**src/inc/sfepc_pkg.sv**
```systemverilog
// Purpose: shared constants for the serial flash power and erase link
// Assumes: 50 MHz ref_clk_in on both ends
// Notes:   opcodes and times not fixed elsewhere are plain defaults
package sfepc_pkg;
   localparam int unsigned CLK_KHZ     = 50000;
   // command codes
   localparam logic [7:0]  OP_WR_EN    = 8'h06;
   localparam logic [7:0]  OP_RDSR     = 8'h05;
   localparam logic [7:0]  OP_ST_WR    = 8'h01;
   localparam logic [7:0]  OP_ERASE    = 8'hc7;
   localparam logic [7:0]  OP_SLEEP    = 8'hb9;
   localparam logic [7:0]  OP_WAKE     = 8'hab;
   localparam logic [7:0]  SIGNATURE   = 8'h5a; // arbitrary value
   // status layout
   localparam int unsigned SB_BUSY     = 0;
   localparam int unsigned SB_WLATCH   = 1;
   localparam int unsigned SB_BP_LO    = 2;
   localparam int unsigned BP_W        = 3;
   localparam logic [7:0]  STATUS_RST  = 8'h00;
   localparam logic [7:0]  MEM_ERASED  = 8'hff;
   localparam int unsigned MEM_BYTES   = 16;
   localparam int unsigned MEM_AW      = 4;
   localparam logic [2:0]  WAKE_BYTES  = 3'h4;  // opcode plus three dummies
   // times and cycle counts
   localparam int unsigned T_PU_MS     = 10;
   localparam int unsigned T_BE_MS     = 1;
   localparam int unsigned T_DP_US     = 3;
   localparam int unsigned T_RES_US    = 3;
   localparam int unsigned T_W_US      = 10;
   localparam int unsigned T_CS_NS     = 100;
   localparam int unsigned T_SCK_NS    = 160;
   localparam int unsigned T_PU_CYC    = T_PU_MS * CLK_KHZ;
   localparam int unsigned T_BE_CYC    = T_BE_MS * CLK_KHZ;
   localparam int unsigned T_DP_CYC    = (T_DP_US * CLK_KHZ + 999) / 1000;
   localparam int unsigned T_RES_CYC   = (T_RES_US * CLK_KHZ + 999) / 1000;
   localparam int unsigned T_W_CYC     = (T_W_US * CLK_KHZ + 999) / 1000;
   localparam int unsigned T_CS_CYC    = (T_CS_NS * CLK_KHZ + 999999) / 1000000;
   localparam int unsigned SCK_HALF    = T_SCK_NS * CLK_KHZ / 2000000;
   // host register map and fields
   localparam logic [3:0]  HREG_CMD    = 4'h0;
   localparam logic [3:0]  HREG_STAT   = 4'h4;
   localparam int unsigned CF_OP_LO    = 0;
   localparam int unsigned CF_NB_LO    = 8;
   localparam int unsigned CF_DAT_LO   = 16;
   localparam int unsigned HS_RX_LO    = 8;

   typedef enum logic [2:0] {
      DM_PWRUP = 3'b000,
      DM_STBY  = 3'b001,
      DM_GODP  = 3'b010,
      DM_DEEP  = 3'b011,
      DM_WAKE  = 3'b100
   } sfepc_dmode_t;

   typedef enum logic [2:0] {
      HS_PWRUP = 3'b000,
      HS_IDLE  = 3'b001,
      HS_LOW   = 3'b010,
      HS_HIGH  = 3'b011,
      HS_TAIL  = 3'b100,
      HS_GAP   = 3'b101
   } sfepc_hstate_t;
endpackage : sfepc_pkg

```
**src/inc/sfepc_link_if.sv**
```systemverilog
// Purpose: serial link between host controller and flash end
// Assumes: all four wires are one-way
// Notes:   no clocking block; bench joins the two ends here
`timescale 1ns/1ps
interface sfepc_link_if;
   logic cs_n;
   logic sck;
   logic si;
   logic so;
   modport host (output cs_n, output sck, output si, input so);
   modport dev  (input cs_n, input sck, input si, output so);
endinterface : sfepc_link_if

```
**src/rtl/sfepc_sync.sv**
```systemverilog
// Purpose: two-stage synchroniser for link pins
// Assumes: each bit is an independent level
// Notes:   first stage is read only by the second
`timescale 1ns/1ps
module sfepc_sync #(
   parameter int unsigned  W       = 1,
   parameter logic [W-1:0] RST_VAL = '1
) (
   input  wire logic         ref_clk_in,
   input  wire logic         nrst_in,
   input  wire logic [W-1:0] d_in,
   output logic      [W-1:0] q_out
);
   logic [W-1:0] meta_r;
   // one pair of flops per bit, reset to each pin's idle level
   for (genvar i = 0; i < W; i++) begin : g_bit
      always_ff @(posedge ref_clk_in or negedge nrst_in) begin
         if (!nrst_in) begin
            meta_r[i] <= RST_VAL[i];
            q_out[i]  <= RST_VAL[i];
         end else begin
            meta_r[i] <= d_in[i];
            q_out[i]  <= meta_r[i];
         end
      end
   end
endmodule : sfepc_sync

```
**src/rtl/sfepc_dev.sv**
```systemverilog
// Purpose: flash end: erase, deep sleep, wake and signature handling
// Assumes: link pins are asynchronous to ref_clk_in, sck well below clk/4
// Notes:   array is a small flop store; nrst_in stands for power-up
`timescale 1ns/1ps
module sfepc_dev import sfepc_pkg::*; #(
   parameter int unsigned T_PU_P = T_PU_CYC,
   parameter int unsigned T_BE_P = T_BE_CYC
) (
   input  wire logic              ref_clk_in,
   input  wire logic              nrst_in,
   sfepc_link_if.dev              link,
   input  wire logic [MEM_AW-1:0] mem_idx_in,
   input  wire logic              mem_wr_in,
   input  wire logic [7:0]        mem_wdata_in,
   output logic      [7:0]        mem_rdata_out,
   output logic      [7:0]        status_out,
   output logic                   deep_out,
   output logic                   ready_out
);
   ///////////////////////////////////////////////////////////////////////////
   logic [2:0]   pin_s;
   logic         cs_q;
   logic         sck_q;
   logic [7:0]   sh_r;
   logic [2:0]   bit_r;
   logic [2:0]   byte_r;
   logic [7:0]   op_r;
   logic [7:0]   dat_r;
   logic [7:0]   out_r;
   logic         so_r;
   sfepc_dmode_t mode_r;
   logic [31:0]  mcnt_r;
   logic         busy_r;
   logic         wlatch_r;
   logic         erase_r;
   logic [31:0]  bcnt_r;
   logic [BP_W-1:0] bp_r;
   logic [7:0]   mem_r [MEM_BYTES];
   logic         sck_rise;
   logic         sck_fall;
   logic         cs_rise;
   logic         at_bound;
   logic         go;
   logic         erase_done;
   logic [7:0]   byte_in;
   logic [7:0]   op_cur;
   logic [2:0]   nb;

   // pins: cs_n, sck, si
   // idle levels: si low, sck low, cs_n high
   sfepc_sync #(.W(3), .RST_VAL(3'h1)) u_sync (
      .ref_clk_in (ref_clk_in),
      .nrst_in    (nrst_in),
      .d_in       ({link.si, link.sck, link.cs_n}),
      .q_out      (pin_s)
   );

   // edge history of the synchronised cs_n and sck
   always_ff @(posedge ref_clk_in or negedge nrst_in) begin
      if (!nrst_in) begin
         cs_q  <= 1'b1;
         sck_q <= 1'b0;
      end else begin
         cs_q  <= pin_s[0];
         sck_q <= pin_s[1];
      end
   end

   ///////////////////////////////////////////////////////////////////////////
   // rising sck and rising cs_n count only once power-up has elapsed; falling sck is not gated
   assign sck_rise   = pin_s[1] & ~sck_q & ~pin_s[0] & (mode_r != DM_PWRUP);
   assign sck_fall   = ~pin_s[1] & sck_q & ~pin_s[0];
   assign cs_rise    = pin_s[0] & ~cs_q & (mode_r != DM_PWRUP);
   assign at_bound   = (bit_r == 3'h0) && (byte_r != 3'h0);
   assign go         = cs_rise && at_bound && (mode_r == DM_STBY) && !busy_r;
   assign erase_done = busy_r && erase_r && (bcnt_r == 32'h0);
   assign byte_in    = {sh_r[6:0], pin_s[2]};
   assign op_cur     = (byte_r == 3'h0) ? byte_in : op_r;
   assign nb         = (byte_r == WAKE_BYTES) ? byte_r : byte_r + 3'h1;

   // shift in on rising sck, count bits and bytes, pick reply byte
   always_ff @(posedge ref_clk_in or negedge nrst_in) begin
      if (!nrst_in) begin
         sh_r   <= 8'h00;
         bit_r  <= 3'h0;
         byte_r <= 3'h0;
         op_r   <= 8'h00;
         dat_r  <= 8'h00;
         out_r  <= 8'h00;
      end else if (pin_s[0]) begin
         bit_r  <= 3'h0;
         byte_r <= 3'h0;
         out_r  <= 8'h00;
      end else if (sck_rise) begin
         sh_r  <= byte_in;
         bit_r <= bit_r + 3'h1;
         if (bit_r == 3'h7) begin
            byte_r <= nb;
            if (byte_r == 3'h0) op_r <= byte_in;
            if (byte_r == 3'h1) dat_r <= byte_in;
            if (op_cur == OP_RDSR && mode_r == DM_STBY) begin
               out_r <= {3'h0, bp_r, wlatch_r, busy_r};
            end else if (op_cur == OP_WAKE && nb == WAKE_BYTES && !busy_r
                         && mode_r != DM_WAKE) begin
               out_r <= SIGNATURE;
            end
         end
      end else if (sck_fall) begin
         out_r <= {out_r[6:0], 1'b0};
      end
   end

   // serial output changes after falling sck
   always_ff @(posedge ref_clk_in or negedge nrst_in) begin
      if (!nrst_in) so_r <= 1'b0;
      else if (pin_s[0]) so_r <= 1'b0;
      else if (sck_fall) so_r <= out_r[7];
   end
   assign link.so = so_r;

   ///////////////////////////////////////////////////////////////////////////
   // power mode: power-up wait, standby, sleep entry, sleep, wake delay
   always_ff @(posedge ref_clk_in or negedge nrst_in) begin
      if (!nrst_in) begin
         mode_r <= DM_PWRUP;
         mcnt_r <= 32'h0;
      end else begin
         case (mode_r)
            DM_PWRUP: begin
               mcnt_r <= mcnt_r + 32'h1;
               if (mcnt_r >= T_PU_P - 1) begin
                  mode_r <= DM_STBY;
                  mcnt_r <= 32'h0;
               end
            end
            DM_STBY: begin
               if (go && op_r == OP_SLEEP && byte_r == 3'h1) begin
                  mode_r <= DM_GODP;
                  mcnt_r <= 32'h0;
               end
               // wake outside sleep: nothing to undo, stays in standby
            end
            DM_GODP, DM_DEEP: begin
               mcnt_r <= mcnt_r + 32'h1;
               if (mode_r == DM_GODP && mcnt_r >= T_DP_CYC - 1) begin
                  mode_r <= DM_DEEP;
               end
               if (cs_rise && at_bound && op_r == OP_WAKE) begin
                  mode_r <= DM_WAKE;
                  mcnt_r <= 32'h0;
               end
            end
            DM_WAKE: begin
               mcnt_r <= mcnt_r + 32'h1;
               if (mcnt_r >= T_RES_CYC - 1) begin
                  mode_r <= DM_STBY;
                  mcnt_r <= 32'h0;
               end
            end
            default: begin
               mode_r <= DM_STBY;
               mcnt_r <= 32'h0;
            end
         endcase
      end
   end

   ///////////////////////////////////////////////////////////////////////////
   // write latch, protect bits and the self-timed cycle
   always_ff @(posedge ref_clk_in or negedge nrst_in) begin
      if (!nrst_in) begin
         busy_r   <= STATUS_RST[SB_BUSY];
         wlatch_r <= STATUS_RST[SB_WLATCH];
         bp_r     <= STATUS_RST[SB_BP_LO +: BP_W];
         erase_r  <= 1'b0;
         bcnt_r   <= 32'h0;
      end else if (busy_r) begin
         bcnt_r <= bcnt_r - 32'h1;
         if (bcnt_r == 32'h0) busy_r <= 1'b0;
      end else if (go) begin
         if (op_r == OP_WR_EN && byte_r == 3'h1) begin
            wlatch_r <= 1'b1;
         end else if (op_r == OP_ERASE && byte_r == 3'h1 && wlatch_r
                      && bp_r == '0) begin
            busy_r   <= 1'b1;
            wlatch_r <= 1'b0;
            erase_r  <= 1'b1;
            bcnt_r   <= T_BE_P - 1;
         end else if (op_r == OP_ST_WR && byte_r == 3'h2 && wlatch_r) begin
            bp_r     <= dat_r[SB_BP_LO +: BP_W];
            busy_r   <= 1'b1;
            wlatch_r <= 1'b0;
            erase_r <= 1'b0;
            bcnt_r  <= T_W_CYC - 1;
         end
      end
   end

   // array store: erase fills ff, user port presets bytes when idle
   for (genvar i = 0; i < MEM_BYTES; i++) begin : g_mem
      always_ff @(posedge ref_clk_in or negedge nrst_in) begin
         if (!nrst_in) mem_r[i] <= MEM_ERASED;
         else if (erase_done) mem_r[i] <= MEM_ERASED;
         else if (mem_wr_in && !busy_r && mem_idx_in == MEM_AW'(i)) begin
            mem_r[i] <= mem_wdata_in;
         end
      end
   end

   // registered user-side view
   always_ff @(posedge ref_clk_in or negedge nrst_in) begin
      if (!nrst_in) begin
         mem_rdata_out <= MEM_ERASED;
         status_out    <= STATUS_RST;
         deep_out      <= 1'b0;
         ready_out     <= 1'b0;
      end else begin
         mem_rdata_out <= mem_r[mem_idx_in];
         status_out    <= {3'h0, bp_r, wlatch_r, busy_r};
         deep_out      <= (mode_r == DM_DEEP);
         ready_out     <= (mode_r == DM_STBY);
      end
   end
endmodule : sfepc_dev

```
**src/flat_wrapper.sv**
```systemverilog
// flat-port wrapper written by rule: the top's interface ports become plain ports
module sfepc_dev_flat import sfepc_pkg::*;
#(
   parameter int unsigned T_PU_P = T_PU_CYC,
   parameter int unsigned T_BE_P = T_BE_CYC
)
  (ref_clk_in, nrst_in, mem_idx_in, mem_wr_in, mem_wdata_in, mem_rdata_out, status_out, deep_out, ready_out, link_cs_n, link_sck, link_si, link_so);
  sfepc_link_if link_i ();
  input  wire logic ref_clk_in;
  input  wire logic nrst_in;
  input  wire logic [MEM_AW-1:0] mem_idx_in;
  input  wire logic mem_wr_in;
  input  wire logic [7:0] mem_wdata_in;
  output logic      [7:0] mem_rdata_out;
  output logic      [7:0] status_out;
  output logic deep_out;
  output logic ready_out;
  input wire logic [$bits(link_i.cs_n)-1:0] link_cs_n;
  input wire logic [$bits(link_i.sck)-1:0] link_sck;
  input wire logic [$bits(link_i.si)-1:0] link_si;
  output wire logic [$bits(link_i.so)-1:0] link_so;
  assign link_i.cs_n = link_cs_n;
  assign link_i.sck = link_sck;
  assign link_i.si = link_si;
  assign link_so = link_i.so;
  sfepc_dev #(.T_PU_P(T_PU_P), .T_BE_P(T_BE_P)) u_core (.ref_clk_in(ref_clk_in), .nrst_in(nrst_in), .link(link_i), .mem_idx_in(mem_idx_in), .mem_wr_in(mem_wr_in), .mem_wdata_in(mem_wdata_in), .mem_rdata_out(mem_rdata_out), .status_out(status_out), .deep_out(deep_out), .ready_out(ready_out));
endmodule
```
**config.mk**
```make
export PLATFORM = sky130hd
export DESIGN_NAME = sfepc_dev_flat
export DESIGN_NICKNAME = d
export VERILOG_FILES = /design/src/inc/sfepc_pkg.sv /design/src/inc/sfepc_link_if.sv /design/src/rtl/sfepc_sync.sv /design/src/rtl/sfepc_dev.sv /design/src/flat_wrapper.sv
export SDC_FILE = /design/constraint.sdc
export NUM_CORES = 1
export LEC_CHECK = 0
export ABC_AREA = 1
export ABC_CLOCK_PERIOD_IN_PS = 2550
export BUFFER_PORTS_ARGS = -buffer_cell sky130_fd_sc_hd__buf_2
export CAP_MARGIN = 20
export CORE_MARGIN = 5
export CORE_UTILIZATION = 50
export CTS_CLUSTER_SIZE = 40
export DETAILED_ROUTE_END_ITERATION = 7
export PLACE_DENSITY_LB_ADDON = 0.1
export RECOVER_POWER = 50
export SKIP_CTS_REPAIR_TIMING = 1
export SLEW_MARGIN = 40
export SYNTH_ARGS = -nofsm -noshare
export SYNTH_HDL_FRONTEND = slang
export SYNTH_SLANG_ARGS = --single-unit
```
**constraint.sdc**
```tcl
create_clock -name ref_clk_in -period 2.55 [get_ports ref_clk_in]
set_clock_uncertainty 0.2 [all_clocks]
set_input_delay 0.51 -clock ref_clk_in [delete_from_list [all_inputs] [get_ports ref_clk_in]]
set_output_delay 0.51 -clock ref_clk_in [all_outputs]
set_load 0.005 [all_outputs]
```
==> results by group, run 1 <==
Outcome
  • Result of the run: complete, no violations

Yosys
  • Top post-synthesis cells by area: dfstp_2 (27%), dfrtp_1 (22%), nand2_1 (14%), nand3_1 (6.8%), o21ai_0 (4.8%)
  • Seq/Total Area, Yosys: roughly half
  • Cells after Synth: 1711
  • Share of the synthesized area in the top cell type: between 20% and 30%
  • Syn_area_per_cell: roughly 8 µm²
  • Largest area contributor in the netlist: dfstp_2
  • Synthesized area: 13420 µm²
  • Synth unique cells: 42
  • Syn. warnings: 0
  • #FFs+latches synth: 257

STA
  • Final critical-path share of the clock period: about 95%
  • Min Clock Period, post-route: ~2.4 ns
  • Tightest Pin Transition: between 1 and 1.5 ns
  • Fmax: 414.5 MHz
  • Setup violations, final: 0
  • WHS: 0.01597 ns
  • Slew HR: 26.92%
  • Final hold violations: 0
  • Slew Viols, Final: 0

Clock tree
  • CTS root buffer: clkbuf_16
  • TritonCTS Buffers: 30
  • CTS sink cnt: around 260
  • Clock slew at reported path FFs: roughly 0.060 ns
  • CTS Buffer Depth: 3
  • H-tree depth: 1
  • CTS tree: done
  • Worst-skew pair later-pin latency: 0.56 ns

Finish
  • Most common cell after layout, fill and taps aside: nand2_1
  • P&R area growth vs syn: 13.82%
  • Finished Core Util: a little under three fifths
  • Nets@finish: 1814
  • Leading cell types in the layout, fill and taps excluded: nand2_1 (509), nand3_1 (181), nor2_1 (160)
  • Layout cells sized above 1: approximately a fifth
  • Diode count: 0
  • Filler cells: approximately 2500

Global route
  • Global-route wire length before repair: 57.66 mm
  • All-Layer GR Usage: 23.08%
  • Initial antenna violation count: 0
  • Overflow after GRT: 0
  • Largest net degree at the start of global routing: 88
  • Vias in the first global route: between 10000 and 15000

Floorplanning
  • Core area: about 27000 µm²
  • Die Wd: 173.8 µm
  • Chip height: 173.8 µm
  • Die Area: 30210 µm²
  • # IOs: 37
  • Rows: 60
  • Starting density of the core: between 50% and 60%

Worst setup path
  • Slowest-stage cell, CP: dfrtp_1
  • Required time of the critical path: 2.82 ns
  • Worst EP arrival: around 2.7 ns
  • R2r startpoint: u_core.bcnt_r[0]
  • Slowest stage delay, CP: between 0.4 and 0.5 ns
  • Worst setup SP type: register
  • Critical path class: reg2reg
  • Crit path cell chain: inv_1, ha_2, nand4_1, nor2_2, nand3_2, nor2_4, buf_4, nor2_2, o21ai_0
  • Critical Path End Type: register
  • Crit-path most repeated cell: nor2_2
  • Worst-path fanout max: 16
  • Critical path origin: u_core.bcnt_r[0]

Drt
  • Via Count: 11540
  • Mean number of vias per cell: 5.365
  • DRC violations left: 0
  • Routed Antenna Nets: 0
  • Initial drt markers: ~990
  • Routed WL: between 30 and 40 mm
  • TritonRoute pass-1 iters: 5
  • DR WL/cell: ~16 µm

Place
  • IO buf count: 33
  • Post-DP HPWL: ~25 mm
  • Placer congestion estimate: between 0.9 and 1

Power and ir drop
  • Leak: between 7 and 8 nW
  • Max VDD drop: 603.6 µV
  • Power density cells: between 600 and 700 nW/µm²

Min path
  • Hold_sp: mem_wdata_in[5]
  • Tightest Hold Check Type: in2reg

Flow run
  • Max-cap violations: 0
Yosys cell counts, drive strengths merged:
cell / count
buf: 27
nor2: 188
o211ai: 6
and2: 1
ha: 11
clkbuf: 42
dfrtp: 118
or2: 3
a22oi: 33
mux2i: 2
o21ai: 208
nand3b: 2
xnor2: 4
dfstp: 139
inv: 126
nor3b: 1
nand4: 41
nand2: 514
xor2: 14
a31o: 1
clkinv: 3
nand3: 182
a31oi: 1
nor4: 3
a21oi: 10
a21boi: 1
nor3: 27
o22ai: 2
conb: 1
final cells by class:
class,instances,area [µm²],share of cell area (%)
sequential,257,6605,43.25
multi-input combinational,1258,5978,39.14
clock buffer,50,925.9,6.063
timing repair buffer,109,760.7,4.981
inverter,129,484.2,3.171
tap,341,426.7,2.794
clock inverter,6,91.34,0.5981
cells by family (layout without fill, tap and decap cells):
family / Yosys count / count (layout) / share of synthesized area (%)
compound gates: 262 / 262 / 10.97
mux: 2 / 2 / 0.1492
fa+ha+maj: 11 / 11 / 1.026
flops: 257 / 257 / 49.23
other cells: 1 / 3 / 0.02795
buf+inv: 198 / 294 / 6.639
xor+xnor: 18 / 18 / 1.175
simple gates: 962 / 962 / 30.79
per-stage QoR:
step	std cells	setup slack (ns)	power [W]	TNS (ns)	instance area [µm²]
2_1_floorplan	1713	0.3797	0.005694	0	13430
3_3_place_gp	2083	-0.04506	0.006038	-0.3145	14140
3_5_place_dp	2083	-0.08599	0.006079	-1.221	14150
4_1_cts	2139	-0.1023	0.01047	-1.338	15170
5_1_grt	2150	-0.02490	0.01086	-0.1933	15270
6_report	2150	0.1377	0.01035	0	15270
final timing paths:
path | end | slack (ns) | cells after the start
setup / recovery | u_core.mem_r[59] | 0.14 | 9
hold / removal | u_core.mem_r[13] | 0.02 | 3
setup reg to reg | u_core.mem_r[59] | 0.14 | 9
hold reg to reg | u_core.u_sync.q_out[2] | 0.15 | 0
max in group asynchronous | u_core.mcnt_r[26] | 0.32 | 3
min in group asynchronous | u_core.u_sync.meta_r[1] | 0.50 | 2
worst max-delay path, delay by kind of cell, from the launching register on:
family / cells / cell delay [ns]
compound gates: 1 / 0.21
buf+inv: 2 / 0.41
simple gates: 5 / 0.88
fa+ha+maj: 1 / 0.23
flops: 1 / 0.41
state kept, by name, summed over array words and instances (netlist names), 3 cells and up:
register / count
u_core.bit_r: 3
u_core.sh_r: 7
u_core.dat_r: 3
u_core.u_sync.meta_r: 3
u_core.mcnt_r: 32
u_core.u_sync.q_out: 3
u_core.status_out: 5
u_core.bcnt_r: 32
u_core.mode_r: 3
u_core.byte_r: 3
u_core.mem_rdata_out: 8
u_core.bp_r: 3
u_core.op_r: 8
u_core.mem_r: 128
u_core.out_r: 8
layer usage:
layer  global-route usage, %  vias to the layer above  wire length, µm
met4                   5.609                        0              872
met3                   2.639                       56             1356
met2                   39.51                      255            17160
li1                        -                     5780                -
met1                   31.59                     5444            15960
met5                       0                        -                0
power by group:
group          internal, W  switching, W  leakage (nW)
Clock              0.00266       0.00168         0.500
Sequential         0.00485      0.000235          3.08
Combinational     0.000365      0.000569          3.46
(Power assumes the default switching activity.)
==> inputs of run 2 (changes only) <==
--- a/config.mk
+++ b/config.mk
@@ -6,7 +6,7 @@
 export NUM_CORES = 1
 export LEC_CHECK = 0
 export ABC_AREA = 1
-export ABC_CLOCK_PERIOD_IN_PS = 2550
+export ABC_CLOCK_PERIOD_IN_PS = 2700
 export BUFFER_PORTS_ARGS = -buffer_cell sky130_fd_sc_hd__buf_2
 export CAP_MARGIN = 20
 export CORE_MARGIN = 5
@@ -16,6 +16,7 @@
 export PLACE_DENSITY_LB_ADDON = 0.1
 export RECOVER_POWER = 50
 export SKIP_CTS_REPAIR_TIMING = 1
+export SKIP_LAST_GASP = 1
 export SLEW_MARGIN = 40
 export SYNTH_ARGS = -nofsm -noshare
 export SYNTH_HDL_FRONTEND = slang
==> constraint.sdc (replaced) <==
create_clock -name ref_clk_in -period 2.7 [get_ports ref_clk_in]
set_clock_uncertainty 0.2 [all_clocks]
set_input_delay 0.54 -clock ref_clk_in [delete_from_list [all_inputs] [get_ports ref_clk_in]]
set_output_delay 0.54 -clock ref_clk_in [all_outputs]
set_load 0.005 [all_outputs]
==> run 2 against run 1 <==
Compared with the run above: clock-buffer cell count is 13 lower; cell area is 0.63% lower; setup slack better by 0.098 ns; critical path depth is 3 higher; sequential share of layout area is 0.27 points higher; final cell count is 0.79% lower; sequential cell count stayed put; via count is 0.88% higher; routed wire length is 0.38% higher; die area stayed put; critical path type unchanged.
==> results by group, run 2 (synthesis gave the netlist of run 1 again) <==
Place
  • Placer congestion estimate: 0.9265 (was 0.9122)
  • Post-DP HPWL: 24.66 mm (was 24.72 mm)
  • DP Worst Slack: 0.1277 ns (was -0.08599 ns)
  • IO buf count: 33 (unchanged)

Clock tree
  • CTS root buffer: clkbuf_16 (unchanged)
  • CTS tree: done (unchanged)
  • Clock slew at reported path FFs: 0.06 ns (about the same)
  • CTS sink cnt: 257 (unchanged)
  • CTS Buffer Depth: 3 (unchanged)
  • H-tree depth: 1 (unchanged)
  • TritonCTS Buffers: 30 (unchanged)
  • Worst-skew pair later-pin latency: 0.55 ns (was 0.56 ns)

Flow run
  • Max-cap violations: 0 (unchanged)

Floorplanning
  • # IOs: 37 (unchanged)
  • Rows: 60 (unchanged)
  • Die Wd: 173.8 µm (unchanged)
  • Starting density of the core: 50.35% (unchanged)
  • Chip height: 173.8 µm (unchanged)
  • Core area: 26650 µm² (unchanged)
  • Die Area: 30210 µm² (unchanged)

Drt
  • DRC violations left: 0 (unchanged)
  • Routed WL: 35.48 mm (was 35.35 mm)
  • DR WL/cell: 16.63 µm (was 16.44 µm)
  • Mean number of vias per cell: 5.456 (was 5.365)
  • Via Count: 11640 (was 11540)
  • TritonRoute pass-1 iters: 6 (was 5)
  • Initial drt markers: 890 (was 986)
  • Routed Antenna Nets: 0 (unchanged)

Worst setup path
  • Worst setup SP type: register (unchanged)
  • Worst EP arrival: 2.75 ns (was 2.69 ns)
  • FF-to-FF path depth: 12 (was 9)
  • R2R setup slack: 0.24 ns (was 0.14 ns)
  • Worst-path fanout max: 15 (was 16)
  • R2r startpoint: u_core.byte_r[0] (was u_core.bcnt_r[0])
  • Required time of the critical path: 2.98 ns (was 2.82 ns)
  • Critical Path End Type: register (unchanged)
  • R2R Path End: u_core.mcnt_r[10] (was u_core.mem_r[59])
  • Critical path class: reg2reg (unchanged)

Min path
  • Tightest Hold Check Type: in2reg (unchanged)
  • Worst hold path depth: 3 (unchanged)
  • Hold_sp: mem_wdata_in[4] (was mem_wdata_in[5])
  • Hold Path Sink: u_core.mem_r[12] (was u_core.mem_r[13])

STA
  • Slew HR: 26.93% (was 26.92%)
  • Setup violations, final: 0 (unchanged)
  • Fin worst setup slack: 0.2353 ns (was 0.1377 ns)
  • Slew Viols, Final: 0 (unchanged)
  • Tightest Pin Transition: 1.096 ns (about the same)
  • Setup TNS: 0 ns (unchanged)
  • Min Clock Period, post-route: 2.465 ns (was 2.412 ns)
  • Final critical-path share of the clock period: 91.29% (was 94.60%)
  • WHS: 0.04257 ns (was 0.01597 ns)
  • Fmax: 405.7 MHz (was 414.5 MHz)
  • Final hold violations: 0 (unchanged)
  • RSZ-0062 raised after global routing: yes

Power and ir drop
  • Max VDD drop: 448.5 µV (was 603.6 µV)
  • Power density cells: 663.1 nW/µm² (was 677.7 nW/µm²)
  • Leak: 6.980 nW (was 7.034 nW)

Finish
  • Top reg by flops: u_core.mem_r (unchanged)
  • Most common cell after layout, fill and taps aside: nand2_1 (unchanged)
  • Layout cells sized above 1: 18.25% (was 18.85%)
  • P&R area growth vs syn: 13.10% (was 13.82%)
  • Nets@finish: 1797 (was 1814)
  • Finished Core Util: 56.94% (was 57.31%)
  • Biggest regs: u_core.mem_r (128), u_core.bcnt_r (32), u_core.mcnt_r (32) (unchanged)
  • Max reg flops: 128 (unchanged)
  • Leading cell types in the layout, fill and taps excluded: nand2_1 (510), nand3_1 (181), nor2_1 (161) (was nand2_1 (509), nand3_1 (181), nor2_1 (160))
  • Diode count: 0 (unchanged)

Global route
  • Global-route wire length before repair: 58.71 mm (was 57.66 mm)
  • All-Layer GR Usage: 23.31% (was 23.08%)
  • Largest net degree at the start of global routing: 79 (was 88)
  • Initial antenna violation count: 0 (unchanged)
  • Overflow after GRT: 0 (unchanged)
  • Vias in the first global route: 11170 (was 11010)

Outcome
  • Result of the run: complete, no violations (unchanged)
-- run 2: through the flow --
step                power [W]  instance area [µm²]  instances
CTS                   0.01018                15150       2124
detailed placement   0.005755                14060       2068
global route          0.01051                15180       2133
finish                0.01006                15180       2133
floorplan            0.005377                13430       1713
global placement     0.005725                14050       2068
-- run 2: worst max path at each step --
stage,from,end,depth (start not counted)
final,u_core.byte_r[0],u_core.mcnt_r[10],12
after global routing,u_core.byte_r[0],u_core.mcnt_r[6],12
after CTS,u_core.byte_r[0],u_core.out_r[6],13
after detailed placement,u_core.byte_r[0],u_core.out_r[6],13
after global placement,u_core.byte_r[0],u_core.out_r[7],11
after floorplan,u_core.byte_r[0],u_core.out_r[2],13
-- run 2: critical path, stage by stage, from the launching register on --
cell and delay [ns]:
dfrtp_1 0.40, inv_1 0.13, ha_1 0.37, inv_1 0.07
nor2_1 0.13, nor2_1 0.05, nand3_1 0.11, nor2_2 0.08
nand3_1 0.07, nand2_1 0.09, inv_1 0.46, nand2_1 0.12
nand3_1 0.12
-- run 2: power breakdown --
part | leakage [nW] | internal (W) | switching [W]
registers | 3.08 | 0.00458 | 0.000226
logic | 3.37 | 0.000340 | 0.000538
clock network | 0.532 | 0.00275 | 0.00164
-- run 2: cell type report --
class | count | area, µm²
Tap cell | 341 | 426.7
Sequential cell | 257 | 6605
Inverter | 129 | 484.2
Fill cell | 2515 | 11470
Timing Repair Buffer | 92 | 610.6
Multi-Input combinational cell | 1258 | 5964
Clock inverter | 19 | 256.5
Clock buffer | 37 | 828.3
-- run 2: per-layer routing --
layer / share of wire (%) / global-route usage (%)
met1: 45 / 32.41
met4: 2.9 / 6.335
met3: 4.9 / 3.075
met5: 0 / 0
met2: 47 / 38.71
==> inputs of run 3 (changes only) <==
--- a/config.mk
+++ b/config.mk
@@ -7,12 +7,12 @@
 export LEC_CHECK = 0
 export ABC_AREA = 1
 export ABC_CLOCK_PERIOD_IN_PS = 2700
-export BUFFER_PORTS_ARGS = -buffer_cell sky130_fd_sc_hd__buf_2
 export CAP_MARGIN = 20
 export CORE_MARGIN = 5
 export CORE_UTILIZATION = 50
 export CTS_CLUSTER_SIZE = 40
 export DETAILED_ROUTE_END_ITERATION = 7
+export DONT_BUFFER_PORTS = 1
 export PLACE_DENSITY_LB_ADDON = 0.1
 export RECOVER_POWER = 50
 export SKIP_CTS_REPAIR_TIMING = 1
==> constraint.sdc (replaced) <==
create_clock -name ref_clk_in -period 2.7 [get_ports ref_clk_in]
set_clock_uncertainty 0.2 [all_clocks]
set_input_delay 0.54 -clock ref_clk_in [delete_from_list [all_inputs] [get_ports ref_clk_in]]
set_output_delay 0.54 -clock ref_clk_in [all_outputs]
set_load 0.01 [all_outputs]
==> run 3 against run 2 <==
Compared with the run above: the flow now finishes with violations (hold timing); final cell count decreased by 2.3%; largest power group unchanged; largest cell class unchanged; first-iteration DRC count increased by 13%; non-clock buffer count decreased by 48; critical path type unchanged; sequential power about the same; power decreased by 4.5%; via count decreased by 3.0%; sequential share of layout area increased by 0.98 points.
==> results by group, run 3 (synthesis gave the netlist of run 1 again) <==
Drt
  • Mean number of vias per cell: 5.418 (was 5.456)
  • DR WL/cell: 16.57 µm (was 16.63 µm)
  • DRC violations left: 0 (unchanged)
  • Routed WL: 34.52 mm (was 35.48 mm)
  • TritonRoute pass-1 iters: 5 (was 6)
  • Via Count: 11290 (was 11640)
  • Routed Antenna Nets: 0 (unchanged)
  • Initial drt markers: 1004 (was 890)

Finish
  • Diode count: 0 (unchanged)
  • Nets@finish: 1748 (was 1797)
  • Most common cell after layout, fill and taps aside: nand2_1 (unchanged)
  • Fin area: 14840 µm² (was 15180 µm²)
  • Filler cells: 2511 (was 2515)
  • Layout cells sized above 1: 15.90% (was 18.25%)
  • P&R area growth vs syn: 10.60% (was 13.10%)
  • Leading cell types in the layout, fill and taps excluded: nand2_1 (510), nand3_1 (181), nor2_1 (161) (unchanged)
  • Biggest regs: u_core.mem_r (128), u_core.bcnt_r (32), u_core.mcnt_r (32) (unchanged)
  • Top reg by flops: u_core.mem_r (unchanged)
  • Max reg flops: 128 (unchanged)

Power and ir drop
  • Cell internal pwr: 0.007272 W (was 0.007663 W)
  • Reg power frac: 50.1% (was 47.7%)
  • Power density cells: 647.3 nW/µm² (was 663.1 nW/µm²)
  • Psw: 0.002334 W (was 0.002400 W)
  • Clock power frac: 42.3% (was 43.5%)
  • Design Power: 0.009607 W (was 0.01006 W)
  • Switch share: 24.30% (was 23.85%)
  • Max VDD drop: 448.2 µV (was 448.5 µV)
  • Comb power frac: 7.6% (was 8.7%)
  • Leak: 6.708 nW (was 6.980 nW)

Min path
  • Tightest Hold Check Type: in2async (was in2reg)

STA
  • Final hold violations: 257 (was 0)
  • WHS: -0.5188 ns (was 0.04257 ns)
  • Tightest Pin Transition: 0.7576 ns (was 1.096 ns)
  • RSZ-0062 raised after global routing: no (was yes)
  • Slew Viols, Final: 0 (unchanged)
  • Fin worst setup slack: 0.3045 ns (was 0.2353 ns)
  • Fmax: 417.4 MHz (was 405.7 MHz)
  • Final critical-path share of the clock period: 88.72% (was 91.29%)
  • Setup TNS: 0 ns (unchanged)
  • Slew HR: 49.31% (was 26.93%)
  • Min Clock Period, post-route: 2.396 ns (was 2.465 ns)
  • Setup violations, final: 0 (unchanged)

Worst setup path
  • Worst-path fanout max: 14 (was 15)
  • Required time of the critical path: 2.94 ns (was 2.98 ns)
  • Critical Path End Type: register (unchanged)
  • R2R setup slack: 0.30 ns (was 0.24 ns)
  • Critical path class: reg2reg (unchanged)
  • Worst EP arrival: 2.64 ns (was 2.75 ns)
  • Worst setup SP type: register (unchanged)

Place
  • DP Worst Slack: 0.1198 ns (was 0.1277 ns)
  • IO buf count: 0 (was 33)
  • Post-DP HPWL: 23.20 mm (was 24.66 mm)
  • Cell area after placement: 13710 µm² (was 14060 µm²)
  • Placer congestion estimate: 0.9413 (was 0.9265)

Clock tree
  • H-tree depth: 1 (unchanged)
  • CTS root buffer: clkbuf_16 (unchanged)
  • CTS Buffer Depth: 3 (unchanged)
  • Clock slew at reported path FFs: 0.06 ns (about the same)
  • Worst-skew pair later-pin latency: 0.56 ns (was 0.55 ns)
  • CTS sink cnt: 257 (unchanged)
  • TritonCTS Buffers: 29 (was 30)
  • CTS tree: done (unchanged)

Global route
  • All-Layer GR Usage: 22.76% (was 23.31%)
  • Vias in the first global route: 11100 (was 11170)
  • Met1 Resource Use GR: 30.52% (was 32.41%)
  • Met2 Use GR: 39.72% (was 38.71%)
  • Overflow after GRT: 0 (unchanged)
  • Global-route wire length before repair: 57.29 mm (was 58.71 mm)
  • Largest net degree at the start of global routing: 258 (was 79)
  • Gr busiest metal: met2 (unchanged)
  • Initial antenna violation count: 0 (unchanged)
  • Met3 usage: 2.530% (was 3.075%)

Flow run
  • Max-cap violations: 0 (unchanged)

Floorplanning
  • Die Wd: 173.8 µm (unchanged)
  • Rows: 60 (unchanged)
  • Starting density of the core: 50.35% (unchanged)
  • # IOs: 37 (unchanged)
  • Die Area: 30210 µm² (unchanged)
  • Core area: 26650 µm² (unchanged)
  • Chip height: 173.8 µm (unchanged)

Outcome
  • Result of the run: finished, violations left (was complete, no violations)
  • Failing checks: hold timing
[run 3: power groups by stage]
stage / Clock (W) / Sequential (W) / Combinational, W
floorplan: 0 / 0.00481 / 0.000582
global placement: 0 / 0.00486 / 0.000703
detailed placement: 0 / 0.00487 / 0.000725
CTS: 0.00416 / 0.00481 / 0.000724
global route: 0.00433 / 0.00487 / 0.000851
finish: 0.00407 / 0.00481 / 0.000730
[run 3: through the flow]
step | util, % | hold WS [ns] | instances
floorplan | - | 0.04441 | 1713
global placement | 51.46 | 0.05144 | 2018
detailed placement | 51.46 | 0.05171 | 2018
CTS | 55.19 | -0.5432 | 2072
global route | 55.69 | -0.5428 | 2083
finish | 55.69 | -0.5188 | 2083
[run 3: critical path, stage by stage (launching register included)]
cell and delay [ns]:
dfrtp_1 0.41, inv_1 0.13, ha_1 0.29, buf_4 0.19
nand3_1 0.09, nand2_1 0.12, nand2_1 0.06, nor2_1 0.13
nand3_1 0.12, nand3_1 0.18, nand2_2 0.19, nand2_1 0.11
nand3_1 0.07
[run 3: worst paths after layout]
path,from,end,depth (start not counted)
setup reg to reg,u_core.byte_r[0],u_core.out_r[2],12
min in group ref_clk_in,mem_idx_in[0],u_core.mem_rdata_out[7],4
max in group asynchronous,nrst_in,u_core.mem_r[107],0
hold reg to reg,u_core.u_sync.meta_r[1],u_core.u_sync.q_out[1],0
setup / recovery,u_core.byte_r[0],u_core.out_r[2],12
hold / removal,nrst_in,u_core.out_r[5],0
[run 3: layout make-up]
| cell class | instances | area (µm²) | area share, % |
|---|---|---|---|
| Clock buffer | 35 | 788.3 | 5.312 |
| Clock inverter | 19 | 207.7 | 1.400 |
| Inverter | 129 | 484.2 | 3.263 |
| Multi-Input combinational cell | 1258 | 5954 | 40.12 |
| Sequential cell | 257 | 6605 | 44.51 |
| Tap cell | 341 | 426.7 | 2.875 |
| Timing Repair Buffer | 44 | 374.1 | 2.521 |
[run 3: routing by layer]
metal	wire, µm	part of all wire [%]	vias up
li1	-	-	5655
met1	15410	45	5351
met2	16930	49	222
met3	1300	3.8	57
met4	876	2.5	0
met5	0	0	-
